<file path="src/hdl/variance_monitor_pkg.sv">
// Purpose: Constants for the receive variance monitor register bank
// Assumes: One 25 MHz clock; register port addresses are five bits wide
// Notes:   Timing counts derive from the unit time and the clock period
//
// What this block does
// Period code 0..3 selects 2/4/6/8 ms
// One ms unit is 2^17 8ns cycles
// Control bit 0 enables computation, reset off
// Keep 32-bit sum, read via 16-bit register
// Software trusts data only while ready set
// Software freezes on ready to keep result
// After freeze, first read low, second high
// Software reads data register twice per sum
// Ready sets on load, clears after pair
// Freeze holds data, clears after read pair
// Writing new period code restarts computation
// Load result each period unless frozen
// Setting freeze resets the half pointer
package variance_monitor_pkg;

    // Register addresses
    localparam logic [4:0]  CTRL_ADDR       = 5'h1a;
    localparam logic [4:0]  RESULT_ADDR     = 5'h1b;
    localparam logic [4:0]  IRQ_STATUS_ADDR = 5'h10;
    localparam logic [4:0]  IRQ_MASK_ADDR   = 5'h11;

    // Control register fields
    localparam int          ENABLE_BIT      = 0;
    localparam int          SEL_LSB         = 1;
    localparam int          FREEZE_BIT      = 3;
    localparam int          READY_BIT       = 15;

    // Interrupt status and mask fields
    localparam int          IRQ_W           = 2;
    localparam int          IRQ_LOADED_BIT  = 0;
    localparam int          IRQ_DROPPED_BIT = 1;

    // Reset values
    localparam logic [1:0]  SEL_RESET       = 2'h0;
    localparam logic [31:0] RESULT_RESET    = 32'h0;
    localparam logic [15:0] RDATA_IDLE      = 16'h0;

    // Timing
    localparam int          MCLK_NS         = 40;
    localparam int          INT_CLK_NS      = 8;
    localparam int          UNIT_EXP        = 17;
    localparam int          UNIT_NS         = INT_CLK_NS * (2 ** UNIT_EXP);
    localparam int          UNIT_CYCLES_DEF = UNIT_NS / MCLK_NS;
    localparam int          SUB_W           = 16;
    localparam int          UNIT_W          = 4;
    localparam int          CYC_W           = 20;

endpackage

</file>
<file path="src/hdl/variance_period_timer.sv">
// Purpose: Variance computation period timer with one-cycle elapse pulse
// Assumes: Restart and enable are synchronous to mclk
// Notes:   Period is UNIT_CYCLES times twice (code + 1)
`timescale 1ns/10ps
module variance_period_timer
    import variance_monitor_pkg::*;
#(
    parameter int UNIT_CYCLES = UNIT_CYCLES_DEF
) (
    // Clock and reset
    input  wire logic       mclk,
    input  wire logic       rst,
    // Control
    input  wire logic       enable,
    input  wire logic       restart,
    input  wire logic [1:0] sel,
    // Event
    output logic            elapsed
);

    logic [SUB_W-1:0]  sub_reg;
    logic [UNIT_W-1:0] unit_reg;
    logic [UNIT_W-1:0] last_unit;
    logic              sub_end;
    logic              period_end;
    logic              hold;
    logic [CYC_W-1:0]  cyc_reg;

    // Last unit index is 2*code + 1
    assign last_unit  = {1'b0, sel, 1'b1};
    assign sub_end    = sub_reg == SUB_W'(UNIT_CYCLES - 1);
    assign hold       = !enable || restart;
    assign period_end = !hold && sub_end && unit_reg == last_unit;

    always_ff @(posedge mclk or posedge rst) begin
        if (rst) begin
            sub_reg  <= '0;
            unit_reg <= '0;
        end else if (hold) begin
            sub_reg  <= '0;
            unit_reg <= '0;
        end else if (sub_end) begin
            sub_reg  <= '0;
            unit_reg <= (unit_reg == last_unit) ? '0 : unit_reg + 1'b1;
        end else begin
            sub_reg  <= sub_reg + 1'b1;
        end
    end

    always_ff @(posedge mclk or posedge rst) begin
        if (rst) begin
            elapsed <= 1'b0;
        end else begin
            elapsed <= period_end;
        end
    end

    // Checking aid: cycles since the period began
    always_ff @(posedge mclk or posedge rst) begin
        if (rst) begin
            cyc_reg <= '0;
        end else if (hold || period_end) begin
            cyc_reg <= '0;
        end else begin
            cyc_reg <= cyc_reg + 1'b1;
        end
    end

    a_period_length: assert property (
        @(posedge mclk) disable iff (rst)
        period_end |-> cyc_reg == CYC_W'(UNIT_CYCLES * (2 * sel + 2) - 1))
        else $error("period length wrong for code");

    a_off_quiet: assert property (
        @(posedge mclk) disable iff (rst)
        !enable |=> !elapsed)
        else $error("timer elapsed while disabled");

endmodule

</file>
<file path="src/hdl/variance_monitor_regs.sv">
// Purpose: Control and readout registers of the receive variance monitor
// Assumes: Samples arrive from the datapath on var_sample_valid
// Notes:   Result is read as two halves, low first, under freeze
`timescale 1ns/10ps
module variance_monitor_regs
    import variance_monitor_pkg::*;
#(
    parameter int UNIT_CYCLES = UNIT_CYCLES_DEF
) (
    // Clock and reset
    input  wire logic        mclk,
    input  wire logic        rst,
    // Register port
    input  wire logic [4:0]  reg_addr,
    input  wire logic [15:0] reg_wdata,
    input  wire logic        reg_wr,
    input  wire logic        reg_rd,
    output logic      [15:0] reg_rdata,
    // Variance samples from the datapath
    input  wire logic        var_sample_valid,
    input  wire logic [15:0] var_sample,
    // Interrupt
    output logic             irq
);

    logic             enable_reg;
    logic [1:0]       sel_reg;
    logic             freeze_reg;
    logic             ready_reg;
    logic             half_reg;
    logic [31:0]      acc_reg;
    logic [31:0]      result_reg;
    logic [IRQ_W-1:0] irq_status_reg;
    logic [IRQ_W-1:0] irq_mask_reg;

    logic             ctrl_wr;
    logic             data_rd;
    logic             status_wr;
    logic             mask_wr;
    logic [1:0]       sel_next;
    logic             restart;
    logic             elapsed;
    logic             load;
    logic             drop;
    logic             pair_done;
    logic             freeze_set;
    logic [15:0]      result_low;
    logic [15:0]      result_high;
    logic [15:0]      ctrl_view;
    logic [IRQ_W-1:0] irq_set;

    assign ctrl_wr    = reg_wr && reg_addr == CTRL_ADDR;
    assign data_rd    = reg_rd && reg_addr == RESULT_ADDR;
    assign status_wr  = reg_wr && reg_addr == IRQ_STATUS_ADDR;
    assign mask_wr    = reg_wr && reg_addr == IRQ_MASK_ADDR;
    assign sel_next   = reg_wdata[SEL_LSB +: 2];

    // Only a changed code restarts; rewriting the same code keeps the period
    assign restart    = ctrl_wr && sel_next != sel_reg;

    // Frozen result is never overwritten; the new sum is dropped instead
    assign load       = elapsed && enable_reg && !freeze_reg;
    assign drop       = elapsed && enable_reg && freeze_reg;

    // Second read of the pair
    assign pair_done  = data_rd && half_reg;
    assign freeze_set = ctrl_wr && reg_wdata[FREEZE_BIT] && !freeze_reg;

    assign result_low  = result_reg[15:0];
    assign result_high = result_reg[31:16];

    always_comb begin
        ctrl_view             = '0;
        ctrl_view[ENABLE_BIT] = enable_reg;
        ctrl_view[SEL_LSB +: 2] = sel_reg;
        ctrl_view[FREEZE_BIT] = freeze_reg;
        ctrl_view[READY_BIT]  = ready_reg;
    end

    variance_period_timer #(
        .UNIT_CYCLES (UNIT_CYCLES)
    ) period_timer (
        .mclk    (mclk),
        .rst     (rst),
        .enable  (enable_reg),
        .restart (restart),
        .sel     (sel_reg),
        .elapsed (elapsed)
    );

    // Enable and period code
    always_ff @(posedge mclk or posedge rst) begin
        if (rst) begin
            enable_reg <= 1'b0;
            sel_reg    <= SEL_RESET;
        end else if (ctrl_wr) begin
            enable_reg <= reg_wdata[ENABLE_BIT];
            sel_reg    <= sel_next;
        end
    end

    // Freeze: software sets, a completed read pair clears
    always_ff @(posedge mclk or posedge rst) begin
        if (rst) begin
            freeze_reg <= 1'b0;
        end else if (ctrl_wr) begin
            freeze_reg <= reg_wdata[FREEZE_BIT];
        end else if (pair_done) begin
            freeze_reg <= 1'b0;
        end
    end

    // Ready: a load in the same cycle as the pair end wins
    always_ff @(posedge mclk or posedge rst) begin
        if (rst) begin
            ready_reg <= 1'b0;
        end else if (load) begin
            ready_reg <= 1'b1;
        end else if (pair_done) begin
            ready_reg <= 1'b0;
        end
    end

    // Half pointer; reads of other registers do not break the pair
    always_ff @(posedge mclk or posedge rst) begin
        if (rst) begin
            half_reg <= 1'b0;
        end else if (freeze_set) begin
            half_reg <= 1'b0;
        end else if (data_rd) begin
            half_reg <= ~half_reg;
        end
    end

    // Accumulator; wraps at 32 bits, the datapath sizes samples to fit
    always_ff @(posedge mclk or posedge rst) begin
        if (rst) begin
            acc_reg <= RESULT_RESET;
        end else if (!enable_reg || restart) begin
            acc_reg <= RESULT_RESET;
        end else if (elapsed) begin
            acc_reg <= var_sample_valid ? {16'h0, var_sample} : RESULT_RESET;
        end else if (var_sample_valid) begin
            acc_reg <= acc_reg + {16'h0, var_sample};
        end
    end

    always_ff @(posedge mclk or posedge rst) begin
        if (rst) begin
            result_reg <= RESULT_RESET;
        end else if (load) begin
            result_reg <= acc_reg;
        end
    end

    // Read data stand one cycle after the strobe only
    always_ff @(posedge mclk or posedge rst) begin
        if (rst) begin
            reg_rdata <= RDATA_IDLE;
        end else if (reg_rd) begin
            case (reg_addr)
                CTRL_ADDR:       reg_rdata <= ctrl_view;
                RESULT_ADDR:     reg_rdata <= half_reg ? result_high : result_low;
                IRQ_STATUS_ADDR: reg_rdata <= {{(16-IRQ_W){1'b0}}, irq_status_reg};
                IRQ_MASK_ADDR:   reg_rdata <= {{(16-IRQ_W){1'b0}}, irq_mask_reg};
                default:         reg_rdata <= RDATA_IDLE;
            endcase
        end else begin
            reg_rdata <= RDATA_IDLE;
        end
    end

    // Interrupt status: set beats write-one-to-clear
    always_comb begin
        irq_set                  = '0;
        irq_set[IRQ_LOADED_BIT]  = load;
        irq_set[IRQ_DROPPED_BIT] = drop;
    end

    always_ff @(posedge mclk or posedge rst) begin
        if (rst) begin
            irq_status_reg <= '0;
        end else begin
            irq_status_reg <= (irq_status_reg
                               & ~(status_wr ? reg_wdata[IRQ_W-1:0] : {IRQ_W{1'b0}}))
                              | irq_set;
        end
    end

    always_ff @(posedge mclk or posedge rst) begin
        if (rst) begin
            irq_mask_reg <= '0;
        end else if (mask_wr) begin
            irq_mask_reg <= reg_wdata[IRQ_W-1:0];
        end
    end

    // Registered, so the line follows status by one cycle
    always_ff @(posedge mclk or posedge rst) begin
        if (rst) begin
            irq <= 1'b0;
        end else begin
            irq <= |(irq_status_reg & irq_mask_reg);
        end
    end

    a_ready_on_load: assert property (
        @(posedge mclk) disable iff (rst)
        load |=> ready_reg && result_reg == $past(acc_reg))
        else $error("ready or result not set on load");

    a_pair_ready: assert property (
        @(posedge mclk) disable iff (rst)
        pair_done && !load |=> !ready_reg)
        else $error("ready survived a read pair");

    a_pair_freeze: assert property (
        @(posedge mclk) disable iff (rst)
        pair_done |=> !freeze_reg)
        else $error("freeze survived a read pair");

    a_frozen_held: assert property (
        @(posedge mclk) disable iff (rst)
        freeze_reg && !ctrl_wr |=> $stable(result_reg))
        else $error("frozen result changed");

    a_low_first: assert property (
        @(posedge mclk) disable iff (rst)
        data_rd && !half_reg |=> reg_rdata == $past(result_low))
        else $error("first read of a pair not low half");

    a_high_second: assert property (
        @(posedge mclk) disable iff (rst)
        data_rd && half_reg |=> reg_rdata == $past(result_high))
        else $error("second read not high half");

    a_freeze_ptr: assert property (
        @(posedge mclk) disable iff (rst)
        freeze_set |=> !half_reg && freeze_reg)
        else $error("freeze did not reset half pointer");

    a_code_restart: assert property (
        @(posedge mclk) disable iff (rst)
        restart |=> !elapsed[*2] ##0 acc_reg == RESULT_RESET)
        else $error("period code change did not restart");

    a_off_clears: assert property (
        @(posedge mclk) disable iff (rst)
        !enable_reg |=> acc_reg == RESULT_RESET && !load)
        else $error("accumulating while disabled");

    a_irq_follows: assert property (
        @(posedge mclk) disable iff (rst)
        |(irq_status_reg & irq_mask_reg) |=> irq)
        else $error("interrupt not raised");

    a_irq_clears: assert property (
        @(posedge mclk) disable iff (rst)
        !(|(irq_status_reg & irq_mask_reg)) |=> !irq)
        else $error("interrupt raised with nothing pending");

    a_rdata_idle: assert property (
        @(posedge mclk) disable iff (rst)
        !reg_rd |=> reg_rdata == RDATA_IDLE)
        else $error("read data not idle without a read");

    a_load_status: assert property (
        @(posedge mclk) disable iff (rst)
        load |=> irq_status_reg[IRQ_LOADED_BIT])
        else $error("loaded status not set");

    a_drop_status: assert property (
        @(posedge mclk) disable iff (rst)
        drop |=> irq_status_reg[IRQ_DROPPED_BIT] && $stable(result_reg))
        else $error("dropped result not flagged or result overwritten");

    a_ctrl_readback: assert property (
        @(posedge mclk) disable iff (rst)
        reg_rd && reg_addr == CTRL_ADDR
        |=> reg_rdata[READY_BIT] == $past(ready_reg) && reg_rdata[FREEZE_BIT] == $past(freeze_reg))
        else $error("control read back wrong");

    a_ready_hold: assert property (
        @(posedge mclk) disable iff (rst)
        ready_reg && !pair_done |=> ready_reg)
        else $error("ready dropped before a read pair");

    a_enable_write: assert property (
        @(posedge mclk) disable iff (rst)
        ctrl_wr |=> enable_reg == $past(reg_wdata[ENABLE_BIT]))
        else $error("enable bit not written");

    a_sel_write: assert property (
        @(posedge mclk) disable iff (rst)
        ctrl_wr |=> sel_reg == $past(sel_next))
        else $error("period code not written");

    a_half_toggle: assert property (
        @(posedge mclk) disable iff (rst)
        data_rd && !freeze_set |=> half_reg != $past(half_reg))
        else $error("half pointer did not advance");

    c_load: cover property (@(posedge mclk) disable iff (rst) load);
    c_drop: cover property (@(posedge mclk) disable iff (rst) drop);
    c_pair: cover property (@(posedge mclk) disable iff (rst) freeze_set ##[1:20] pair_done);
    c_restart: cover property (@(posedge mclk) disable iff (rst) restart);
    c_irq: cover property (@(posedge mclk) disable iff (rst) $rose(irq));

endmodule

</file>
<file path="config.mk">
export PLATFORM = sky130hd
export DESIGN_NAME = variance_monitor_regs
export DESIGN_NICKNAME = d
export VERILOG_FILES = /design/src/hdl/variance_monitor_pkg.sv /design/src/hdl/variance_period_timer.sv /design/src/hdl/variance_monitor_regs.sv
export SDC_FILE = /design/constraint.sdc
export NUM_CORES = 1
export LEC_CHECK = 0
export BUFFER_PORTS_ARGS = -buffer_cell sky130_fd_sc_hd__buf_2
export CORE_ASPECT_RATIO = 0.5
export CORE_MARGIN = 5
export CORE_UTILIZATION = 65
export CTS_BUF_LIST = sky130_fd_sc_hd__clkbuf_4 sky130_fd_sc_hd__clkbuf_8
export CTS_CLUSTER_SIZE = 16
export DETAILED_ROUTE_END_ITERATION = 8
export PLACE_DENSITY = 0.83
export SLEW_MARGIN = 0
export SYNTH_ARGS = -nofsm -noshare
export SYNTH_HDL_FRONTEND = slang
export SYNTH_SLANG_ARGS = --single-unit
</file>
<file path="constraint.sdc">
create_clock -name mclk -period 4.51 [get_ports mclk]
set_clock_uncertainty 0.15 [all_clocks]
set_input_delay 0 -clock mclk [delete_from_list [all_inputs] [get_ports mclk]]
set_output_delay 0 -clock mclk [all_outputs]
set_load 0.005 [all_outputs]
</file>
Word-level counts from Yosys, hierarchy flattened
Cells that the tools add are included.
- output and inout bits: 17
- logic and storage cells: 70
- input port bits: 42
- register bits: 112
- mux-type cells: 18
- equality and inequality tests: 7
- add/subtract/negate cells: 3
- bitwise operators: 5
- reductions and logical operators: 23
- operator list (cell ; number):
    $mux W32 ; 3
    $mux W16 ; 5
    $pmux W16 S4 ; 1
    $add A32 B16 Y32 ; 1
    $eq A5 B5 Y1 const B ; 4
    $add A16 B1 Y16 const B ; 1
    $eq A16 B15 Y1 const B ; 1
    $logic_and A1 B1 Y1 ; 13
    $mux W4 ; 3
    $reduce_bool A2 Y1 ; 4
    $mux W1 ; 5
    $add A4 B1 Y4 const B ; 1
    $and A2 B2 Y2 ; 2
    $eq A4 B3 Y1 ; 1
    $logic_not A1 Y1 ; 3
    $reduce_bool A3 Y1 ; 1
    $mux W2 ; 1
    $ne A2 B2 Y1 ; 1
    $not A2 Y2 ; 1
    $or A2 B2 Y2 ; 1
    $reduce_or A2 Y1 ; 1
    $logic_or A1 B1 Y1 ; 1
    $not A1 Y1 ; 1

Logic depth before layout (Yosys ltp)
- word-level depth: 7
- gate-level depth with buffers: 10
- depth with buffers taken out: 10

Modules after synthesis
Synthesis repeated with hierarchy kept, for this count alone.
- cells, all modules: 618
- area, all modules: 6297.3 um^2
- modules (own cells, without submodules) (module ; seq. area each (um^2) ; cells an instance ; times used ; area an instance (um^2)):
    variance_monitor_regs ; 2277.2 ; 499 ; 1 ; 5069.9
    variance_period_timer ; 525.5 ; 119 ; 1 ; 1227.4

Worst setup path after synthesis
Ideal clock, no wire load.
- path kind: register -> register
- start point: register acc_reg[4]
- end point: register acc_reg[21]
- required time: 4.231 ns
- path slack: 2.121 ns
- buffers on the path: 0
- arrival: 2.110 ns
- library setup time: 0.129 ns
- period minus slack after synthesis: 2.389 ns
- stages on the path, launching flop included: 9
- path through: dfrtp_1 > ha_1 > a21o_1 > a21o_1 > a221o_2 > a32o_2 > a21oi_4 > or4_1 > a21oi_2
- word-level cells in the longest chain between the ends: 4
- RTL lines (item ; line ; source):
    start, declared ; variance_monitor_regs.sv:31 ; logic [31:0] acc_reg;
    start signal, assigned ; variance_monitor_regs.sv:142 ; acc_reg <= var_sample_valid ? {16'h0, var_sample} : RESULT_RESET;
    start signal, assigned ; variance_monitor_regs.sv:144 ; acc_reg <= acc_reg + {16'h0, var_sample};
    $add A32 B16 Y32 ; variance_monitor_regs.sv:144 ;
    $mux W32 ; variance_monitor_regs.sv:143 ; end else if (var_sample_valid) begin
    $mux W32 ; variance_monitor_regs.sv:141 ; end else if (elapsed) begin
    $mux W32 ; variance_monitor_regs.sv:139 ; end else if (!enable_reg || restart) begin
No other way between the ends. The select of a mux whose other input is x is not followed.
A chain may end at the register's enable or synchronous reset.

Final worst setup path
- start point: register acc_reg[4]
- end point: register acc_reg[7]
The elaborated chain is that of the path after synthesis.

==> impl_metrics.csv <==
group,metric,value,unit
timing,period_minus_slack,2.92,ns
synth,synth_area_leader_cell,"dfrtp_1",
drt,post-route-drc-count,0,
clock_network,root_buffer,"clkbuf_8",
global_route,grt_max_degree,74,
drt,via_count,4681,
run,max_cap_violations,0,
final_layout,multi_input_area,2860,µm²
hold_path,hp-class,"in2async",
setup_path,cp.arrival,3.10,ns
floorplan,die_h,76.9,µm
setup_path,path_class,"reg2reg",
power,sequentialPowerShare,0.521,
synth,yosys.area.top_type_share,0.481,
drt,drt_iter0_drc,370,
timing,maxSlewHeadroom,0.405,
placement,gp_congestion,0.886,
placement,port_buffers,46,
outcome,status,"completed",
timing,totalNegativeSetupSlack,0,ns
setup_path,r2r_start,"acc_reg[4]$_DFFE_PP0P_",
timing,drv_slew,0,
drt,wire_per_inst,17.9,µm
floorplan,ioPinCount,59,
placement,dp_hpwl,9.01,mm
setup_path,start_kind,"flip-flop",
timing,fmax,0.343,GHz
timing,fin_ws,1.59,ns
clock_network,cts_tree,"built",
setup_path,timing.rr.end,"acc_reg[7]$_DFFE_PP0P_",
synth,yosys_warnings,0,
power,power,2.11,mW
global_route,gr-usage-all-layers,0.261,
synth,netlist_area,5820,µm²
power,p_int,1.49,mW
drt,via_per_inst,6.17,
setup_path,end_kind,"flip-flop",
synth,synth-async-reset-ratio,1.00,
synth,synthesis.instances,561,
final_layout,n_fill_cell,590,
floorplan,initial_core_util,0.669,
drt,dr.pass1.iters,5,
power,p_per_area,315,nW/µm²
synth,synthFlopType,"dfrtp_1",
floorplan,fp.coreArea,8710,µm²
floorplan,std_cell_rows,24,
power,pwr-share-clk,0.301,
final_layout,layout-drive-gt1-share,0.193,
power,ir_worst_vdd,0.248,mV
clock_network,path_clk_slew,0.11,ns
drt,ant_nets,0,
global_route,grt_pass1_wl,23.0,mm
timing,tightest_slew,0.893,ns
clock_network,clock_latency,0.38,ns
drt,totalWireLength,13.6,mm
clock_network,numCtsBuffers,9,
clock_network,cts-htree-levels,3,
floorplan,die-area,11100,µm²
synth,avgSynthCellArea,10.4,µm²
clock_network,clock-sinks,112,
power,switching_share,0.295,
floorplan,die_w,144,µm
synth,synth-edff-count,0,
synth,yosysSeqAreaShare,0.481,
final_layout,seq_area,2800,µm²
setup_path,worstPathRequired,4.69,ns
setup_path,rrSetupSlack,1.59,ns
power,power.switching,0.623,mW
placement,dp_slack,1.74,ns
final_layout,num_antenna_cells,0,
clock_network,cts_buffer_depth,2,
power,leakage,3.15,nW
clock_network,cts_setup_buffers,0,
timing,setup_violations,0,
timing,finalCritPeriodShare,0.647,
timing,rsz0062_at_grt,"false",
global_route,antenna_found_initial,0,
global_route,grt_pass1_vias,4689,
synth,synth-seq-cells,112,
synth,netlist_top_cells_area,"dfrtp_1, mux2_2, nor2_1",
synth,postSynthNetCount,623,
global_route,grt_overflow_total,0,
final_layout,syn2layout_area_growth,15.3,%
setup_path,reg2reg_depth,8,
final_layout,nets,699,
setup_path,cp_max_fo,5,
timing,hold_viol_final,0,
power,share_comb_of_total_power,0.178,
synth,ys_types,65,
power by group through the flow:
stage	combinational, mW	sequential [mW]	clock [mW]
after CTS	0.368	1.10	0.642
after global routing	0.418	1.11	0.686
after global placement	0.331	1.12	0
final	0.377	1.10	0.636
after detailed placement	0.340	1.12	0
after floorplan	0.280	1.09	0
cell type report:
class                   count  area share
flip-flops and latches    112       0.417
clock buffers              10      0.0205
repair buffers             87      0.0939
well taps                 117      0.0218
clock inverters             6      0.0112
inverters                  16     0.00931
multi-input cells         411       0.426
critical path: stages (launching register included):
cell and delay (ns):
dfrtp_1 0.41, ha_1 0.35, a21o_1 0.19, a21o_1 0.17, a221o_2 0.46, xor2_1 0.18, nand2_1 0.07, a221oi_1 0.30
dlygate4sd3_1 0.59
cell usage in the layout (no fill, tap or decap), types with 6 or more instances in the layout:
master and instances:
and3_1 8, dlygate4sd3_1 37, nand2b_1 6, a22oi_1 14
o22ai_1 10, xnor2_1 19, dfrtp_1 112, nand2_1 35
nor2_1 66, nand3_1 18, mux2i_1 14, nand4_1 13
clkbuf_8 10, ha_1 19, xor2_1 20, mux2_2 39
a21o_1 10, o21ai_0 14, inv_1 14, buf_2 46
a21oi_1 30, a211oi_1 6, nor3_1 8
synth_stat cells, types with 8 or more instances:
library cell	instances
a21o_1	10
a21oi_1	30
a22oi_1	14
and3_1	8
buf_2	8
clkbuf_1	10
dfrtp_1	112
ha_1	19
inv_1	15
mux2_2	39
mux2i_1	14
nand2_1	35
nand3_1	18
nand4_1	13
nor2_1	66
nor3_1	8
o21ai_0	14
o22ai_1	10
xnor2_1	19
xor2_1	20
layer usage:
layer  vias to the layer above  share of wire  GRT usage
li1                       2178              -          -
met1                      2311           0.44      0.364
met2                       157           0.48      0.405
met3                        35          0.064     0.0590
met4                         0          0.025     0.0883
met5                         -              0          0
per-stage QoR:
stage	utilization	cells	instance area [µm²]	hold WS [ns]
2_1_floorplan	-	561	5820	-0.00490
3_3_place_gp	0.704	706	6130	0.100
3_5_place_dp	0.704	706	6130	0.100
4_1_cts	0.771	759	6720	0.232
5_1_grt	0.771	759	6720	0.299
6_report	0.771	759	6720	0.202
timing repair:
action,CTS,global route
hold endpoints to repair,104,0
hold buffers,37,0
setup endpoints to repair,0,0
gates resized for setup,0,0
worst max-delay path by stage:
stage,startpoint,to
after floorplan,rst,acc_reg[0]$_DFFE_PP0P_
after global placement,acc_reg[0]$_DFFE_PP0P_,acc_reg[10]$_DFFE_PP0P_
after detailed placement,acc_reg[0]$_DFFE_PP0P_,acc_reg[10]$_DFFE_PP0P_
after CTS,acc_reg[4]$_DFFE_PP0P_,acc_reg[7]$_DFFE_PP0P_
after global routing,acc_reg[4]$_DFFE_PP0P_,acc_reg[7]$_DFFE_PP0P_
final,acc_reg[4]$_DFFE_PP0P_,acc_reg[7]$_DFFE_PP0P_
cells by family (layout without fill, tap and decap cells):
group	Yosys count	count (layout)	synth area share
and+or+nand+nor	180	180	0.149
AOI/OAI and AO/OA	119	119	0.140
DFF	112	112	0.481
muxes	53	53	0.0995
xor gates and xnor gates	39	39	0.0586
buffers and inverters	38	119	0.0275
adders and majority gates	20	20	0.0443
No activity file was read; power rests on OpenSTA's default activity.
